**src/logic/failsafe_params.svh**
```systemverilog
// Purpose: offsets, field positions, reset values and timing counts of the fail-safe power control
// Assumes: 100 MHz system clock
// Notes: every time figure is kept in its own unit and converted to cycles here
`ifndef FAILSAFE_PARAMS_SVH
`define FAILSAFE_PARAMS_SVH

// clock rate
`define CLK_MHZ 100

// register byte offsets
`define OFS_STATUS 8'h00
`define OFS_FLAGS 8'h04
`define OFS_COUNT 8'h08
`define OFS_CONFIG 8'h0c

// status fields
`define STS_STATE_LSB 0
`define STS_OVDET_BIT 8
`define STS_FUSE_LOADED_BIT 9

// failure flag positions
`define FLG_POWERUP 0
`define FLG_WATCHDOG 1
`define FLG_REGULATOR 2
`define FLG_THERMAL 3

// config fields
`define CFG_LIMIT_LSB 0
`define CFG_BYPASS_BIT 4
`define CFG_DECAY_LSB 5
`define CFG_OVEN_BIT 8
`define CFG_OVSD_BIT 9
`define CFG_DBNC_LSB 10

// reset values and count ceiling
`define RST_COUNT 4'h0
`define RST_FLAGS 4'h0
`define COUNT_MAX 4'hf

// overvoltage debounce times in us and their cycle counts
`define OV_DBNC0_US 10
`define OV_DBNC1_US 100
`define OV_DBNC2_US 1000
`define OV_DBNC0_CYC (`OV_DBNC0_US * `CLK_MHZ)
`define OV_DBNC1_CYC (`OV_DBNC1_US * `CLK_MHZ)
`define OV_DBNC2_CYC (`OV_DBNC2_US * `CLK_MHZ)

// startup bound from threshold crossing to first slot, in us and cycles (rounded down)
`define STARTUP_MAX_US 1500
`define STARTUP_MAX_CYC (`STARTUP_MAX_US * `CLK_MHZ)

// decay timer base: one minute
`define MINUTE_S 60
`define MINUTE_CYC (64'd60 * 64'd1000000 * `CLK_MHZ)

`endif

```
**src/logic/failsafe_pkg.sv**
```systemverilog
// Purpose: types of the fail-safe power control
// Assumes: nothing
// Notes: states are one-hot
package failsafe_pkg;

  typedef enum logic [7:0] {
    ST_UNPWR = 8'h01,
    ST_LOAD = 8'h02,
    ST_OFF = 8'h04,
    ST_PWRUP = 8'h08,
    ST_ON = 8'h10,
    ST_PWRDN = 8'h20,
    ST_FSTRANS = 8'h40,
    ST_LOCK = 8'h80
  } pstate_e;

  typedef struct packed {
    logic [39:0] pre;
    logic [5:0] mins;
    logic tick;
  } decay_s;

endpackage

```
**src/logic/decay_timer.sv**
```systemverilog
// Purpose: fail-safe OK timer, pulses once per selected decay period
// Assumes: run is a same-clock level
// Notes: timing restarts whenever run drops
`timescale 1ns/1ns
`default_nettype none
`include "failsafe_params.svh"
module decay_timer
  import failsafe_pkg::*;
#(
  parameter longint unsigned CYC_PER_MIN = `MINUTE_CYC
)
(
  input wire logic clk,
  input wire logic rst,
  input wire logic run,
  input wire logic [2:0] period_sel,
  output logic tick
);

  decay_s s_q;
  decay_s s_d;

  // period table in minutes
  function automatic logic [5:0] period_min(input logic [2:0] sel);
    case (sel)
      3'h0: period_min = 6'h01;
      3'h1: period_min = 6'h05;
      3'h2: period_min = 6'h0a;
      3'h3: period_min = 6'h0f;
      3'h4: period_min = 6'h14;
      3'h5: period_min = 6'h1e;
      3'h6: period_min = 6'h2d;
      default: period_min = 6'h3c;
    endcase
  endfunction

  // minute prescaler then minute counter
  always_comb
  begin
    s_d = s_q;
    s_d.tick = 1'b0;
    if (!run)
    begin
      s_d.pre = 40'h0;
      s_d.mins = 6'h0;
    end
    else if (s_q.pre == 40'(CYC_PER_MIN - 64'd1))
    begin
      s_d.pre = 40'h0;
      if (s_q.mins + 6'h1 >= period_min(period_sel))
      begin
        s_d.mins = 6'h0;
        s_d.tick = 1'b1;
      end
      else
      begin
        s_d.mins = s_q.mins + 6'h1;
      end
    end
    else
    begin
      s_d.pre = s_q.pre + 40'h1;
    end
  end

  always_ff @(posedge clk)
  begin
    if (rst)
      s_q <= '0;
    else
      s_q <= s_d;
  end

  assign tick = s_q.tick;

endmodule
`default_nettype wire

```
**src/logic/failsafe_powerdown_control.sv**
```systemverilog
// Purpose: power state control with fail-safe counting, lock-down and input overvoltage handling
// Assumes: sequencers, watchdog and fault monitors are same-clock logic; pins are synchronised here
// Notes: registers on AHB-Lite, zero wait states
// Behaviour
// - power-down disables all but retention supply
// - clean turn-off goes to low power off
// - fault turn-off goes to fail-safe transition
// - fault sets one of four source flags
// - flags held while input above threshold
// - host reads flags, write one clears
// - fail-safe entry compares then increments count
// - lock-down when count equals limit
// - bypass fuse always returns to off
// - limit from fuse, zero locks immediately
// - lock-down left only by power cycle
// - decay timer decrements count during on
// - decay period chosen by three-bit fuse
// - host may clear count during on
// - fuses loaded only after threshold crossing
// - overvoltage interrupts or powers down by select
// - monitor enable and select default from fuses
// - overvoltage during power-up aborts when selected
// - debounce chosen by two-bit field
// - power-up starts within 1.5 ms
// - equal turn-on timing in level, edge modes
// - watchdog max count powers down to fail-safe
//
// Our own choices: the AHB-Lite register port and the address map.
`timescale 1ns/1ns
`default_nettype none
`include "failsafe_params.svh"
module failsafe_powerdown_control
  import failsafe_pkg::*;
#(
  parameter int DBNC0_CYC = `OV_DBNC0_CYC,
  parameter int DBNC1_CYC = `OV_DBNC1_CYC,
  parameter int DBNC2_CYC = `OV_DBNC2_CYC,
  parameter longint unsigned CYC_PER_MIN = `MINUTE_CYC
)
(
  input wire logic CLK_SYS,
  input wire logic RST,
  input wire logic UV_ABOVE,
  input wire logic OV_COMPARE,
  input wire logic POWER_ON_REQUEST,
  input wire logic [3:0] FUSE_LIMIT,
  input wire logic FUSE_BYPASS,
  input wire logic [2:0] FUSE_DECAY,
  input wire logic FUSE_OV_MONITOR,
  input wire logic FUSE_OV_SHUTDOWN,
  input wire logic [1:0] FUSE_OV_DEBOUNCE,
  input wire logic FUSE_EDGE_SELECT,
  input wire logic OFF_REQUEST,
  input wire logic POWERUP_FAIL_FLAG_EVENT,
  input wire logic WD_MAXED_EVENT,
  input wire logic REG_FAIL_EVENT,
  input wire logic THERMAL_EVENT,
  input wire logic PU_SEQ_DONE,
  input wire logic PD_SEQ_DONE,
  output logic PU_SEQ_START,
  output logic PU_SEQ_ABORT,
  output logic PD_SEQ_START,
  output logic REGS_PERMIT,
  output logic RETENTION_ON,
  output logic OV_INTERRUPT,
  output logic [7:0] STATE,
  input wire logic HSEL,
  input wire logic [31:0] HADDR,
  input wire logic [1:0] HTRANS,
  input wire logic HWRITE,
  input wire logic [2:0] HSIZE,
  input wire logic [31:0] HWDATA,
  input wire logic HREADY,
  output logic [31:0] HRDATA,
  output logic HREADYOUT,
  output logic HRESP
);

  ////////////////////////////////////////////////////////////////////////////
  // state

  typedef struct packed {
    pstate_e st;
    logic [1:0] uv_s;
    logic [1:0] ov_s;
    logic [1:0] pon_s;
    logic pon_prev;
    logic fault;
    logic [3:0] flags;
    logic [3:0] failsafe_event_count;
    logic [3:0] fs_lim;
    logic bypass;
    logic [2:0] decay_sel;
    logic ov_en;
    logic ov_sdwn;
    logic [1:0] dbnc;
    logic edge_mode;
    logic [19:0] dbnc_cnt;
    logic ov_det;
    logic ap_wr;
    logic [7:0] ap_addr;
    logic [31:0] rdata;
    logic pu_start;
    logic pu_abort;
    logic pd_start;
    logic regs_permit;
    logic retain_on;
    logic ov_irq;
  } ctl_s;

  ctl_s s_q;
  ctl_s s_d;
  logic decay_tick;
  logic ov_evt;
  logic pon_evt;
  logic host_wr;

  // debounce length for the selected field; reserved code keeps the longest
  function automatic logic [19:0] dbnc_len(input logic [1:0] sel);
    case (sel)
      2'h0: dbnc_len = 20'(DBNC0_CYC);
      2'h1: dbnc_len = 20'(DBNC1_CYC);
      default: dbnc_len = 20'(DBNC2_CYC);
    endcase
  endfunction

  ////////////////////////////////////////////////////////////////////////////
  // decay timer runs only in system-on with a nonzero count

  decay_timer #(
    .CYC_PER_MIN(CYC_PER_MIN)
  ) u_decay (
    .clk(CLK_SYS),
    .rst(RST),
    .run((s_q.st == ST_ON) && (s_q.failsafe_event_count != 4'h0)),
    .period_sel(s_q.decay_sel),
    .tick(decay_tick)
  );

  ////////////////////////////////////////////////////////////////////////////
  // next-state logic

  always_comb
  begin
    s_d = s_q;
    ov_evt = 1'b0;
    pon_evt = 1'b0;
    host_wr = 1'b0;
    // pins pass two flops; only the second stage is read below
    s_d.uv_s = {s_q.uv_s[0], UV_ABOVE};
    s_d.ov_s = {s_q.ov_s[0], OV_COMPARE};
    s_d.pon_s = {s_q.pon_s[0], POWER_ON_REQUEST};
    s_d.pon_prev = s_q.pon_s[1];
    // one-cycle outputs drop by default
    s_d.pu_start = 1'b0;
    s_d.pu_abort = 1'b0;
    s_d.pd_start = 1'b0;
    s_d.ov_irq = 1'b0;

    // overvoltage debounce, restarts on any low sample
    if (!s_q.ov_en || !s_q.ov_s[1])
    begin
      s_d.dbnc_cnt = 20'h0;
      s_d.ov_det = 1'b0;
    end
    else if (!s_q.ov_det)
    begin
      if (s_q.dbnc_cnt + 20'h1 >= dbnc_len(s_q.dbnc))
      begin
        s_d.ov_det = 1'b1;
        ov_evt = 1'b1;
      end
      else
      begin
        s_d.dbnc_cnt = s_q.dbnc_cnt + 20'h1;
      end
    end

    // overvoltage with interrupt reaction, in any powered state
    if (ov_evt && !s_q.ov_sdwn && (s_q.st != ST_UNPWR))
      s_d.ov_irq = 1'b1;

    // power-on event: level or falling edge, same latency either way
    pon_evt = s_q.edge_mode ? (s_q.pon_prev && !s_q.pon_s[1]) : s_q.pon_s[1];
    if (s_q.ov_det && s_q.ov_sdwn)
      pon_evt = 1'b0;

    // host writes in the data phase, honoured only in system-on
    host_wr = s_q.ap_wr && (s_q.st == ST_ON);
    if (host_wr)
    begin
      case (s_q.ap_addr)
        `OFS_FLAGS: s_d.flags = s_q.flags & ~HWDATA[3:0];
        `OFS_COUNT: s_d.failsafe_event_count = `RST_COUNT;
        `OFS_CONFIG:
        begin
          s_d.fs_lim = HWDATA[`CFG_LIMIT_LSB +: 4];
          s_d.decay_sel = HWDATA[`CFG_DECAY_LSB +: 3];
          s_d.ov_en = HWDATA[`CFG_OVEN_BIT];
          s_d.ov_sdwn = HWDATA[`CFG_OVSD_BIT];
          s_d.dbnc = HWDATA[`CFG_DBNC_LSB +: 2];
        end
        default: s_d.fs_lim = s_q.fs_lim;
      endcase
    end

    // decay of the fail-safe count, stops at zero
    if (decay_tick && (s_q.st == ST_ON) && (s_q.failsafe_event_count != 4'h0) && !(host_wr && s_q.ap_addr == `OFS_COUNT))
      s_d.failsafe_event_count = s_q.failsafe_event_count - 4'h1;

    // main power state machine; flag sets come after the host clear so they win
    case (s_q.st)
      ST_UNPWR:
      begin
        if (s_q.uv_s[1])
          s_d.st = ST_LOAD;
      end
      ST_LOAD:
      begin
        // mirror the fuses once per threshold crossing
        s_d.fs_lim = FUSE_LIMIT;
        s_d.bypass = FUSE_BYPASS;
        s_d.decay_sel = FUSE_DECAY;
        s_d.ov_en = FUSE_OV_MONITOR;
        s_d.ov_sdwn = FUSE_OV_SHUTDOWN;
        s_d.dbnc = FUSE_OV_DEBOUNCE;
        s_d.edge_mode = FUSE_EDGE_SELECT;
        s_d.failsafe_event_count = `RST_COUNT;
        s_d.flags = `RST_FLAGS;
        s_d.retain_on = 1'b1;
        s_d.st = ST_OFF;
      end
      ST_OFF:
      begin
        if (pon_evt)
        begin
          s_d.pu_start = 1'b1;
          s_d.regs_permit = 1'b1;
          s_d.fault = 1'b0;
          s_d.st = ST_PWRUP;
        end
      end
      ST_PWRUP:
      begin
        if (POWERUP_FAIL_FLAG_EVENT || THERMAL_EVENT || REG_FAIL_EVENT || WD_MAXED_EVENT)
        begin
          s_d.flags[`FLG_POWERUP] = s_q.flags[`FLG_POWERUP] | POWERUP_FAIL_FLAG_EVENT;
          s_d.flags[`FLG_THERMAL] = s_q.flags[`FLG_THERMAL] | THERMAL_EVENT;
          s_d.flags[`FLG_REGULATOR] = s_q.flags[`FLG_REGULATOR] | REG_FAIL_EVENT;
          s_d.flags[`FLG_WATCHDOG] = s_q.flags[`FLG_WATCHDOG] | WD_MAXED_EVENT;
          s_d.fault = 1'b1;
          s_d.pu_abort = 1'b1;
          s_d.pd_start = 1'b1;
          s_d.regs_permit = 1'b0;
          s_d.st = ST_PWRDN;
        end
        else if (ov_evt && s_q.ov_sdwn)
        begin
          s_d.pu_abort = 1'b1;
          s_d.pd_start = 1'b1;
          s_d.regs_permit = 1'b0;
          s_d.st = ST_PWRDN;
        end
        else if (PU_SEQ_DONE)
        begin
          s_d.st = ST_ON;
        end
      end
      ST_ON:
      begin
        if (THERMAL_EVENT || REG_FAIL_EVENT || WD_MAXED_EVENT)
        begin
          s_d.flags[`FLG_THERMAL] = s_d.flags[`FLG_THERMAL] | THERMAL_EVENT;
          s_d.flags[`FLG_REGULATOR] = s_d.flags[`FLG_REGULATOR] | REG_FAIL_EVENT;
          s_d.flags[`FLG_WATCHDOG] = s_d.flags[`FLG_WATCHDOG] | WD_MAXED_EVENT;
          s_d.fault = 1'b1;
          s_d.pd_start = 1'b1;
          s_d.regs_permit = 1'b0;
          s_d.st = ST_PWRDN;
        end
        else if (OFF_REQUEST || (ov_evt && s_q.ov_sdwn))
        begin
          s_d.pd_start = 1'b1;
          s_d.regs_permit = 1'b0;
          s_d.st = ST_PWRDN;
        end
      end
      ST_PWRDN:
      begin
        // regulators other than retention go down in programmed order
        if (PD_SEQ_DONE)
          s_d.st = s_q.fault ? ST_FSTRANS : ST_OFF;
      end
      ST_FSTRANS:
      begin
        // compare first, so without bypass a zero limit locks on the first fault
        if (!s_q.bypass && (s_q.failsafe_event_count == s_q.fs_lim))
        begin
          s_d.st = ST_LOCK;
        end
        else
        begin
          if (s_q.failsafe_event_count != `COUNT_MAX)
            s_d.failsafe_event_count = s_q.failsafe_event_count + 4'h1;
          s_d.st = ST_OFF;
        end
      end
      ST_LOCK:
      begin
        s_d.st = ST_LOCK;
      end
      default:
      begin
        s_d.st = ST_UNPWR;
      end
    endcase

    // input falling below threshold clears state, flags, count and outputs; flags only survive above it
    if (!s_q.uv_s[1])
    begin
      s_d.st = ST_UNPWR;
      s_d.flags = `RST_FLAGS;
      s_d.failsafe_event_count = `RST_COUNT;
      s_d.fault = 1'b0;
      s_d.regs_permit = 1'b0;
      s_d.retain_on = 1'b0;
      s_d.pu_start = 1'b0;
      s_d.pd_start = 1'b0;
      s_d.pu_abort = 1'b0;
      s_d.ov_irq = 1'b0;
    end

    // bus address phase: latch write intent, register read data for the data phase
    s_d.ap_wr = 1'b0;
    if (HSEL && HTRANS[1] && HREADY)
    begin
      s_d.ap_wr = HWRITE;
      s_d.ap_addr = HADDR[7:0];
      case (HADDR[7:0])
        `OFS_STATUS: s_d.rdata = {22'h0, s_q.retain_on, s_q.ov_det, 8'(s_q.st)};
        `OFS_FLAGS: s_d.rdata = {28'h0, s_q.flags};
        `OFS_COUNT: s_d.rdata = {28'h0, s_q.failsafe_event_count};
        `OFS_CONFIG: s_d.rdata = {20'h0, s_q.dbnc, s_q.ov_sdwn, s_q.ov_en, s_q.decay_sel, s_q.bypass, s_q.fs_lim};
        default: s_d.rdata = 32'h0;
      endcase
    end
  end

  ////////////////////////////////////////////////////////////////////////////
  // registers

  always_ff @(posedge CLK_SYS)
  begin
    if (RST)
    begin
      s_q <= '0;
      s_q.st <= ST_UNPWR;
    end
    else
    begin
      s_q <= s_d;
    end
  end

  // outputs straight from flops; zero wait states, always okay
  assign PU_SEQ_START = s_q.pu_start;
  assign PU_SEQ_ABORT = s_q.pu_abort;
  assign PD_SEQ_START = s_q.pd_start;
  assign REGS_PERMIT = s_q.regs_permit;
  assign RETENTION_ON = s_q.retain_on;
  assign OV_INTERRUPT = s_q.ov_irq;
  assign STATE = s_q.st;
  assign HRDATA = s_q.rdata;
  assign HREADYOUT = 1'b1;
  assign HRESP = 1'b0;
endmodule
`default_nettype wire

```
**config.mk**
```make
export PLATFORM = sky130hd
export DESIGN_NAME = failsafe_powerdown_control
export DESIGN_NICKNAME = d
export VERILOG_FILES = /design/src/logic/failsafe_pkg.sv /design/src/logic/decay_timer.sv /design/src/logic/failsafe_powerdown_control.sv
export VERILOG_INCLUDE_DIRS = /design/src /design/src/logic
export SDC_FILE = /design/constraint.sdc
export NUM_CORES = 1
export LEC_CHECK = 0
export BUFFER_PORTS_ARGS = -buffer_cell sky130_fd_sc_hd__buf_2
export CELL_PAD_IN_SITES_DETAIL_PLACEMENT = 0
export CELL_PAD_IN_SITES_GLOBAL_PLACEMENT = 1
export CORE_MARGIN = 8
export CORE_UTILIZATION = 44
export DETAILED_ROUTE_END_ITERATION = 8
export GPL_ROUTABILITY_DRIVEN = 0
export PLACE_DENSITY = 0.86
export SKIP_LAST_GASP = 1
export SLEW_MARGIN = 20
export SYNTH_ARGS = -nofsm -noshare
export SYNTH_HDL_FRONTEND = slang
export SYNTH_SLANG_ARGS = --single-unit
export TNS_END_PERCENT = 30
```
**constraint.sdc**
```tcl
create_clock -name CLK_SYS -period 9.8 [get_ports CLK_SYS]
set_input_delay 1.96 -clock CLK_SYS [delete_from_list [all_inputs] [get_ports CLK_SYS]]
set_output_delay 1.96 -clock CLK_SYS [all_outputs]
set_load 0.02 [all_outputs]
```
==> impl_metrics.toml, run 1 <==
[floorplanning]
floorplan.die.height_um = 141.6
floorplan.core_area_um2 = 15660
die-area_um2 = 20060
fp.dieW_um = 141.6
floorplan.initialDensity_pct = 44.36
floorplan.rows = 46
io-pin-count = 145

[routing]
post_drt_wl_per_cell_um = 15.00
antenna_left = 0
drt-total-wl_um = 16280
drc = 0
detail_route.iter0.violations = 314
total_iterations_of_the_first_detailed_routing_run = 5
vias = 5688
post_drt_via_cell_ratio = 5.242

[cells_and_area]
syn_to_final_growth_pct = 13.96
layout-drive-gt1-share_pct = 16.34
finalNetCount = 975
multi_input_area_um2 = 3881
finish.utilization_pct = 50.55
final_cells = 1085
layout.area.seq_um2 = 2643
n_antenna_cell = 0
nFillCells = 1545

[logic_synthesis]
yosys_warnings = 0
synthDistinctLibCells = 63
asyncSetResetFlopFracSynth_pct = 0
synth_sequential_area_ratio_pct = 38.05
synthesis.instances = 814
synth_enable_flop_cells = 0
synth_seq_cells = 132
netlist_area_pre_place_um2 = 6944
yosys_most_used_dff = "sky130_fd_sc_hd__dfxtp_1"
synth.avg_cell_area_um2 = 8.531

[placed_design]
place.port_buffers = 73
place_inst = 1052
post-dp-hpwl_um = 11710
place_ws_ps = 5978

[sta]
final_max_slew_viol_count = 0
final-setup-viol-count = 0
fin_tns_setup_ps = 0
shortest_period_the_worst_path_allows_ps = 3890
setup_repair_after_global_routing_missed_its_margin = "false"
worst_pin_slew_ps = 1015
final.setup_skew_ps = 8.057
tightest_slew_margin_relative_to_the_limit_pct = 32.14
timing.final.crit_share_pct = 39.70
final_critical_path_setup_slack_ps = 5910
timing_hold_violations_final = 0
fmax_mhz = 257.0

[job]
maxCapViolCount = 0

[worst_setup_path]
cp_common_cell = "sky130_fd_sc_hd__ha_1"
worst_path_largest_cell_delay_ps = 500
cp-end-kind = "flip-flop"
crit_chain = "ha_1, nand4_2, nor4_4, and3_1, xor2_1, ha_1, or2_2, a311oi_2, o22ai_4, nor3_2, buf_4, a21oi_1, a31o_2"
crit_path_start_kind = "flip-flop"
cp_max_fo = 18
worst-endpoint-arrival_ps = 4210
worst-path-buf-inv = 1
critical-path-slowest-cell = "sky130_fd_sc_hd__nor4_4"
worst_ep_required_ps = 10110
criticalPathCategory = "flip-flop to flip-flop"
kind_of_cell_with_the_highest_combined_delay_on_the_critical_path = "simple AND/OR/NAND/NOR gates"

[hold_path]
hold_removal_path_class = "flip-flop to flip-flop"

[clock_network]
cts_made_buffers = 17
post_cts_buffers = 0
cts-htree-levels = 4
ctsRootBufferMaster = "sky130_fd_sc_hd__clkbuf_16"
cts_hold_buffers = 0
tritoncts = "built"
worstSkewPairLatency_ps = 420
cts_buffer_depth = 2
ctsResizeCount = 0
tritoncts_num_sinks = 132
clk_pin_slew_ps = 60

[power_and_ir_drop]
power_mw = 1.297
power.density_cell_area_nw_per_um2 = 163.9
irDropWorstVdd_mv = 0.1209
power_leakage_nw = 3.049

[global_routing]
grt_pass1_wl_um = 27080
grt_pass1_vias = 5507
maximum_number_of_pins_on_one_net_before_global_route_repair = 47
antenna_found_initial = 0
grtUsageTotal_pct = 16.64
grt-ovfl-total = 0

[status]
status = "finished, final reports clean"
cell type report:
| cell class | count | share of cell area [%] |
|---|---|---|
| well taps | 216 | 3.415 |
| clock buffers | 21 | 6.071 |
| repair buffers | 77 | 5.043 |
| clock inverters | 11 | 2.466 |
| flip-flops and latches | 132 | 33.39 |
| inverters | 12 | 0.5692 |
| multi-input cells | 616 | 49.04 |
worst register-to-register path, delay by kind of cell, from the launching register on:
family	cells	cell delay (ps)
buf+inv	1	300
simple gates	5	1610
compound gates	4	840
fa+ha+maj	2	480
flops	1	410
xor+xnor	1	110
metrics by stage:
| stage | hold slack [ps] | area, um2 |
|---|---|---|
| final | 434.6 | 7914 |
| after global routing | 462.6 | 7914 |
| after CTS | 440.1 | 7903 |
| after detailed placement | 427.0 | 7227 |
| after global placement | 415.6 | 7227 |
| after floorplan | 413.8 | 7019 |
path summary, 6_finish.rpt:
| kind | startpoint | end | slack, ps | depth (start not counted) |
|---|---|---|---|---|
| hold / removal | s_d[92]$_SDFF_PP0_ | s_d[90]$_SDFF_PP0_ | 430 | 1 |
| hold reg to reg | s_d[92]$_SDFF_PP0_ | s_d[90]$_SDFF_PP0_ | 430 | 1 |
| setup / recovery | s_q[48]$_SDFFE_PP0P_ | s_q[64]$_SDFFE_PP0P_ | 5910 | 13 |
| setup reg to reg | s_q[48]$_SDFFE_PP0P_ | s_q[64]$_SDFFE_PP0P_ | 5910 | 13 |
layer usage:
layer	track usage, %	wire, um	vias up
li1	-	-	2890
met4	5.314	234	0
met2	27.06	7369	114
met3	4.435	820	19
met1	21.02	7852	2665
met5	0	0	-
cell usage in the layout (no fill, tap or decap), types with 5 or more instances in the layout:
cell                        count
sky130_fd_sc_hd__nor2_1       114
sky130_fd_sc_hd__nand4_1       16
sky130_fd_sc_hd__or2_2          6
sky130_fd_sc_hd__and4_1         5
sky130_fd_sc_hd__nor4b_1        5
sky130_fd_sc_hd__a22oi_1       11
sky130_fd_sc_hd__xnor2_1       32
sky130_fd_sc_hd__nand3_1       37
sky130_fd_sc_hd__nand2_1       75
sky130_fd_sc_hd__and3_1        20
sky130_fd_sc_hd__a32o_1         5
sky130_fd_sc_hd__nand2b_1       6
sky130_fd_sc_hd__nor2b_1       11
sky130_fd_sc_hd__xor2_1        40
sky130_fd_sc_hd__nand3b_1       7
sky130_fd_sc_hd__ha_1          22
sky130_fd_sc_hd__nor3_1        22
sky130_fd_sc_hd__o21ai_0       12
sky130_fd_sc_hd__buf_2         73
sky130_fd_sc_hd__nor4_1         9
sky130_fd_sc_hd__bufinv_16      5
sky130_fd_sc_hd__conb_1        22
sky130_fd_sc_hd__dfxtp_1      132
sky130_fd_sc_hd__a21o_1         8
sky130_fd_sc_hd__clkbuf_16     17
sky130_fd_sc_hd__inv_1         12
sky130_fd_sc_hd__a211oi_1      11
sky130_fd_sc_hd__a31o_2         9
sky130_fd_sc_hd__a21oi_1       46
sky130_fd_sc_hd__mux2i_1        9
sequential cells by signal, indices dropped and copies added (netlist names):
| name | count |
|---|---|
| REGS_PERMIT | 1 |
| PU_SEQ_START | 1 |
| s_d | 4 |
| PU_SEQ_ABORT | 1 |
| RETENTION_ON | 1 |
| u_decay.s_q | 46 |
| STATE | 8 |
| HRDATA | 12 |
| u_decay.tick | 1 |
| PD_SEQ_START | 1 |
| s_q | 55 |
| OV_INTERRUPT | 1 |
report_power, final:
part	internal, mW	switching (mW)
sequential	0.540	0.00162
combinational	0.0123	0.0244
clock	0.480	0.239
cell families (layout without fill, tap and decap cells):
family,after synthesis,count (layout),share of synthesized area (%)
AO/OA/AOI/OAI,124,124,12.40
XOR/XNOR,72,72,9.081
adder cells (fa/ha/maj),22,22,3.964
buffers and inverters,86,121,7.135
flip-flops,132,132,38.05
multiplexers,14,14,2.757
other,2,22,0.1081
AND/OR/NAND/NOR,362,362,26.50
synth_stat cells, types with 6 or more instances:
cell | number | area share (%)
sky130_fd_sc_hd__a211oi_1 | 11 | 1.2
sky130_fd_sc_hd__o21ai_0 | 12 | 0.86
sky130_fd_sc_hd__inv_1 | 12 | 0.65
sky130_fd_sc_hd__nand2b_1 | 6 | 0.54
sky130_fd_sc_hd__xor2_1 | 40 | 5.0
sky130_fd_sc_hd__xnor2_1 | 32 | 4.0
sky130_fd_sc_hd__a21oi_1 | 46 | 3.3
sky130_fd_sc_hd__a31o_2 | 9 | 1.1
sky130_fd_sc_hd__nand4_1 | 16 | 1.4
sky130_fd_sc_hd__clkbuf_1 | 27 | 1.5
sky130_fd_sc_hd__nor2_1 | 114 | 6.2
sky130_fd_sc_hd__nand3_1 | 37 | 2.7
sky130_fd_sc_hd__a21o_1 | 8 | 0.86
sky130_fd_sc_hd__or2_2 | 6 | 0.54
sky130_fd_sc_hd__nor4_1 | 9 | 0.81
sky130_fd_sc_hd__mux2i_1 | 9 | 1.3
sky130_fd_sc_hd__ha_1 | 22 | 4.0
sky130_fd_sc_hd__a22oi_1 | 11 | 1.2
sky130_fd_sc_hd__buf_4 | 46 | 5.0
sky130_fd_sc_hd__nor3_1 | 22 | 1.6
sky130_fd_sc_hd__and3_1 | 20 | 1.8
sky130_fd_sc_hd__dfxtp_1 | 132 | 38
sky130_fd_sc_hd__nor2b_1 | 11 | 0.99
sky130_fd_sc_hd__nand3b_1 | 7 | 0.76
sky130_fd_sc_hd__nand2_1 | 75 | 4.1
(Power assumes the default switching activity.)
==> run 2: changes to the inputs <==
--- a/config.mk
+++ b/config.mk
@@ -10,10 +10,10 @@
 export CELL_PAD_IN_SITES_DETAIL_PLACEMENT = 0
 export CELL_PAD_IN_SITES_GLOBAL_PLACEMENT = 1
 export CORE_MARGIN = 8
-export CORE_UTILIZATION = 44
+export CORE_UTILIZATION = 37
 export DETAILED_ROUTE_END_ITERATION = 8
 export GPL_ROUTABILITY_DRIVEN = 0
-export PLACE_DENSITY = 0.86
+export PLACE_DENSITY = 0.78
 export SKIP_LAST_GASP = 1
 export SLEW_MARGIN = 20
 export SYNTH_ARGS = -nofsm -noshare
==> constraint.sdc (replaced) <==
create_clock -name CLK_SYS -period 3.2 [get_ports CLK_SYS]
set_input_delay 0.64 -clock CLK_SYS [delete_from_list [all_inputs] [get_ports CLK_SYS]]
set_output_delay 0.64 -clock CLK_SYS [all_outputs]
set_load 0.02 [all_outputs]
==> impl_metrics.toml, run 2 (same netlist as run 1, synthesis figures left out) <==
[clock_network]
tritoncts_num_sinks = 132
cts_buffer_depth = 2
clk_pin_slew_ps = 60
cts-htree-levels = 4
worstSkewPairLatency_ps = 420
cts_hold_buffers = 0
ctsRootBufferMaster = "sky130_fd_sc_hd__clkbuf_16"
tritoncts = "built"
cts_made_buffers = 17

[worst_setup_path]
cp.depth = 14
worst-endpoint-arrival_ps = 3470
cp_common_cell = "sky130_fd_sc_hd__buf_6"
worst_path_largest_cell_delay_ps = 330
kind_of_cell_with_the_highest_combined_delay_on_the_critical_path = "compound AO/OA/AOI/OAI gates"
critical_path_sink = "s_q[59]$_SDFFE_PP0P_"
worst_ep_required_ps = 3510
r2r_setup_slack_ps = 40
reg2reg_from = "s_q[48]$_SDFFE_PP0P_"
worst-path-buf-inv = 3
cp_max_fo = 9
reg2reg_depth = 14
critical-path-slowest-cell = "sky130_fd_sc_hd__dfxtp_2"
criticalPathCategory = "flip-flop to flip-flop"
cp-startpoint = "s_q[48]$_SDFFE_PP0P_"
cp-end-kind = "flip-flop"
crit_chain = "buf_6, nand4_1, nor2_4, buf_6, xor2_1, ha_1, and4_1, a211o_1, a311oi_2, o22ai_4, nor3_4, buf_12, a211oi_1, a31o_2"
r2r_end = "s_q[59]$_SDFFE_PP0P_"
crit_path_start_kind = "flip-flop"

[cells_and_area]
max_flop_register = "s_q"
n_antenna_cell = 0
largest_register_ffs = 55
syn_to_final_growth_pct = 20.54
layout.area.seq_um2 = 2648
layout-drive-gt1-share_pct = 22.15
multi_input_area_um2 = 3996
nFillCells = 1835
layout_common_cells = "sky130_fd_sc_hd__dfxtp_1 (128), sky130_fd_sc_hd__nor2_1 (113), sky130_fd_sc_hd__nand2_1 (75)"
final_common_cell = "sky130_fd_sc_hd__dfxtp_1"
finalNetCount = 1019

[sta]
shortest_period_the_worst_path_allows_ps = 3161
worst_pin_slew_ps = 754.6
timing.final.crit_share_pct = 98.79
timing_hold_violations_final = 0
hold_ws_ps = 433.8
final-setup-viol-count = 0
setup_repair_after_global_routing_missed_its_margin = "true"
final.setup_skew_ps = 13.70
final_critical_path_setup_slack_ps = 38.68
tightest_slew_margin_relative_to_the_limit_pct = 49.69
final_max_slew_viol_count = 0
fmax_mhz = 316.3

[routing]
post_drt_wl_per_cell_um = 14.85
post_drt_via_cell_ratio = 5.086
drt-total-wl_um = 17020
antenna_left = 0
total_iterations_of_the_first_detailed_routing_run = 5
drc = 0
detail_route.iter0.violations = 320
vias = 5829

[hold_path]
hold_removal_path_class = "flip-flop to flip-flop"
min_delay_path_depth = 1

[power_and_ir_drop]
power_mw = 3.802
power.density_cell_area_nw_per_um2 = 454.2
comb_power_share_pct = 3.0
netSwitchingFraction_pct = 21.38
intPower_mw = 2.989
power.switching_uw = 812.8
power_leakage_nw = 3.302
power_frac_clock_pct = 53.4
seq_power_share_pct = 43.6
irDropWorstVdd_mv = 0.3955

[floorplanning]
floorplan.core_area_um2 = 18580
io-pin-count = 145
floorplan.rows = 50
floorplan.initialDensity_pct = 37.37
floorplan.die.height_um = 153.0
die-area_um2 = 23410
fp.dieW_um = 153.0

[placed_design]
post-dp-hpwl_um = 12430
place.port_buffers = 73
place_ws_ps = -112.7

[global_routing]
antenna_found_initial = 0
grtUsageTotal_pct = 14.21
grt_pass1_vias = 5411
maximum_number_of_pins_on_one_net_before_global_route_repair = 41
grt-ovfl-total = 0
grt_pass1_wl_um = 27580

[job]
maxCapViolCount = 0

[status]
status = "finished, final reports clean"
## run 2: cell types whose count changed in the layout (fill, tap and decap cells not counted), sizes merged
cell      before  now
bufinv         5    4
clkinv         4    7
clkinvlp       0    2
buf           77  120
clkbuf        21   19
inv           14   12
## run 2: power groups by stage
stage / sequential [mW] / combinational, mW / clock, mW
floorplan: 1.69 / 0.0877 / 0
global placement: 1.69 / 0.113 / 0
detailed placement: 1.69 / 0.113 / 0
CTS: 1.66 / 0.114 / 2.07
global route: 1.66 / 0.125 / 2.14
finish: 1.66 / 0.114 / 2.03
## run 2: worst min path at each step
stage,slack (ps),end,start
3_3_place_gp,420,s_d[90]$_SDFF_PP0_,s_d[92]$_SDFF_PP0_
6_report,430,s_d[90]$_SDFF_PP0_,s_d[92]$_SDFF_PP0_
3_5_place_dp,420,s_q[94]$_SDFF_PP0_,s_d[94]$_SDFF_PP0_
5_1_grt,450,s_q[94]$_SDFF_PP0_,s_d[94]$_SDFF_PP0_
2_1_floorplan,410,s_d[90]$_SDFF_PP0_,s_d[92]$_SDFF_PP0_
4_1_cts,440,s_q[94]$_SDFF_PP0_,s_d[94]$_SDFF_PP0_
## run 2: stage by stage
| stage | utilization [%] | cells | cell area [um2] | setup TNS (ps) |
|---|---|---|---|---|
| after detailed placement | 40.66 | 1109 | 7555 | -1531 |
| after CTS | 44.16 | 1140 | 8205 | 0 |
| after floorplan | - | 834 | 7019 | 0 |
| final | 45.05 | 1146 | 8371 | 0 |
| after global routing | 45.05 | 1146 | 8371 | -1866 |
| after global placement | 40.66 | 1109 | 7555 | -1208 |
## run 2: cell type report
cell class	count	share of cell area (%)
Sequential cell	132	31.63
Timing Repair Buffer	121	9.253
Clock buffer	18	5.127
Multi-Input combinational cell	616	47.74
Tap cell	234	3.498
Inverter	12	0.5381
Clock inverter	13	2.212
## run 2: layer usage
metal  share of wire [%]  vias to the layer above  GRT usage (%)
met4                0.87                        0          4.006
met1                  50                     2705          18.95
met3                 4.7                       16          4.003
met2                  45                      132          22.01
met5                   0                        -              0
li1                    -                     2976              -
## run 2: repair_timing
action | in CTS | in global routing
cloned | 0 | 1
buffers inserted | 0 | 5
setup endpoints to repair | 26 | 29
pin swaps | 3 | 7
gates resized for setup | 7 | 24
==> run 3: changes to the inputs <==
--- a/config.mk
+++ b/config.mk
@@ -13,7 +13,7 @@
 export CORE_UTILIZATION = 37
 export DETAILED_ROUTE_END_ITERATION = 8
 export GPL_ROUTABILITY_DRIVEN = 0
-export PLACE_DENSITY = 0.78
+export PLACE_DENSITY = 0.87
 export SKIP_LAST_GASP = 1
 export SLEW_MARGIN = 20
 export SYNTH_ARGS = -nofsm -noshare
==> impl_metrics.toml, run 3 (same netlist as run 1, synthesis figures left out) <==
[routing]
detail_route.iter0.violations = 315
drc = 0
post_drt_via_cell_ratio = 5.153
post_drt_wl_per_cell_um = 15.03
vias = 5911
total_iterations_of_the_first_detailed_routing_run = 5
antenna_left = 0
drt-total-wl_um = 17240

[clock_network]
clk_pin_slew_ps = 60
ctsRootBufferMaster = "sky130_fd_sc_hd__clkbuf_16"
tritoncts_num_sinks = 132
cts_made_buffers = 17
cts_buffer_depth = 2
cts-htree-levels = 4
worstSkewPairLatency_ps = 430
tritoncts = "built"
cts_hold_buffers = 0

[floorplanning]
floorplan.rows = 50
die-area_um2 = 23410
floorplan.core_area_um2 = 18580
floorplan.die.height_um = 153.0
io-pin-count = 145
floorplan.initialDensity_pct = 37.37
fp.dieW_um = 153.0

[worst_setup_path]
cp-end-kind = "flip-flop"
cp_max_fo = 10
crit_path_start_kind = "flip-flop"
worst_ep_required_ps = 3520
worst-endpoint-arrival_ps = 3540
criticalPathCategory = "flip-flop to flip-flop"

[cells_and_area]
layout-drive-gt1-share_pct = 24.21
syn_to_final_growth_pct = 22.23
final_common_cell = "sky130_fd_sc_hd__dfxtp_1"
final_cells = 1147
finalNetCount = 1019
layout_common_cells = "sky130_fd_sc_hd__dfxtp_1 (127), sky130_fd_sc_hd__nor2_1 (111), sky130_fd_sc_hd__nand2_1 (75)"
nFillCells = 1795
largest_register_ffs = 55
area_of_all_placed_cells_without_fillers_um2 = 8488
max_flop_register = "s_q"
n_antenna_cell = 0

[power_and_ir_drop]
power_frac_clock_pct = 52.5
intPower_mw = 2.870
power.switching_uw = 857.2
irDropWorstVdd_mv = 0.3538
comb_power_share_pct = 3.1
power_leakage_nw = 3.314
netSwitchingFraction_pct = 23.00
power.density_cell_area_nw_per_um2 = 439.1
seq_power_share_pct = 44.4

[sta]
hold_ws_ps = 431.6
final_critical_path_setup_slack_ps = -22.93
timing_hold_violations_final = 0
worst_pin_slew_ps = 736.1
shortest_period_the_worst_path_allows_ps = 3223
final-setup-viol-count = 3
final.setup_skew_ps = 11.93
setup_repair_after_global_routing_missed_its_margin = "true"
fin_tns_setup_ps = -45.38
tightest_slew_margin_relative_to_the_limit_pct = 50.93
final_max_slew_viol_count = 0
fmax_mhz = 310.3
timing.final.crit_share_pct = 100.7

[global_routing]
grt_pass1_vias = 5710
grt-ovfl-total = 0
antenna_found_initial = 0
grt_pass1_wl_um = 28210
grtUsageTotal_pct = 14.51
maximum_number_of_pins_on_one_net_before_global_route_repair = 41

[hold_path]
hold_removal_path_class = "flip-flop to flip-flop"

[placed_design]
postPlaceCellArea_um2 = 7510
place_ws_ps = -99.71
post-dp-hpwl_um = 12080
place_inst = 1103
place.port_buffers = 73

[status]
status = "finished, violations left"
violations = "negative setup slack"

[job]
maxCapViolCount = 0
run 3: critical path, cell delays in order (launching register included):
cell                       delay, ps
sky130_fd_sc_hd__dfxtp_4         360
sky130_fd_sc_hd__ha_4            180
sky130_fd_sc_hd__and3_4          200
sky130_fd_sc_hd__xnor2_2         130
sky130_fd_sc_hd__ha_1            300
sky130_fd_sc_hd__buf_4           140
sky130_fd_sc_hd__a221o_1         320
sky130_fd_sc_hd__a211o_1         310
sky130_fd_sc_hd__a311oi_2        340
sky130_fd_sc_hd__o22ai_4         160
sky130_fd_sc_hd__nor3_4          170
sky130_fd_sc_hd__buf_6           180
sky130_fd_sc_hd__a211oi_1        100
sky130_fd_sc_hd__a31o_2          230
run 3: final timing paths:
check	depth (start not counted)	slack, ps	to	startpoint
setup / recovery	13	-20	s_q[59]$_SDFFE_PP0P_	s_q[48]$_SDFFE_PP0P_
hold / removal	1	430	s_q[94]$_SDFF_PP0_	s_d[94]$_SDFF_PP0_
setup reg to reg	13	-20	s_q[59]$_SDFFE_PP0P_	s_q[48]$_SDFFE_PP0P_
hold reg to reg	1	430	s_q[94]$_SDFF_PP0_	s_d[94]$_SDFF_PP0_
run 3: power by group through the flow:
| stage | logic [mW] | clock network, mW | registers (mW) |
|---|---|---|---|
| finish | 0.115 | 1.96 | 1.66 |
| global route | 0.126 | 2.08 | 1.65 |
| CTS | 0.114 | 2.00 | 1.66 |
| detailed placement | 0.113 | 0 | 1.69 |
| global placement | 0.112 | 0 | 1.69 |
| floorplan | 0.0877 | 0 | 1.69 |
run 3: repair_timing:
action                     in CTS  in global routing
buffers inserted                8                  4
cloned                          1                  0
gates resized for setup        27                 28
setup endpoints to repair      25                 28
pin swaps                      11                 20
run 3: layout make-up:
class / count / area (um2) / share of cell area, %
multi-input combinational: 616 / 4128 / 48.63
sequential: 132 / 2654 / 31.26
timing repair buffer: 121 / 777.0 / 9.154
clock buffer: 19 / 442.9 / 5.218
tap: 234 / 292.8 / 3.449
clock inverter: 13 / 148.9 / 1.754
inverter: 12 / 45.04 / 0.5307
run 3: through the flow:
stage	util [%]	power, mW
final	45.68	3.727
after global routing	45.68	3.861
after CTS	44.77	3.768
after detailed placement	40.42	1.805
after global placement	40.42	1.805
after floorplan	-	1.779
run 3: metal layers:
layer | vias to the layer above | part of all wire, % | track usage [%] | wire [um]
met4 | 0 | 1.8 | 5.749 | 308
met1 | 2749 | 47 | 17.91 | 8073
met2 | 162 | 46 | 23.24 | 7877
met5 | - | 0 | 0 | 0
met3 | 27 | 5.7 | 4.454 | 974
li1 | 2973 | - | - | -
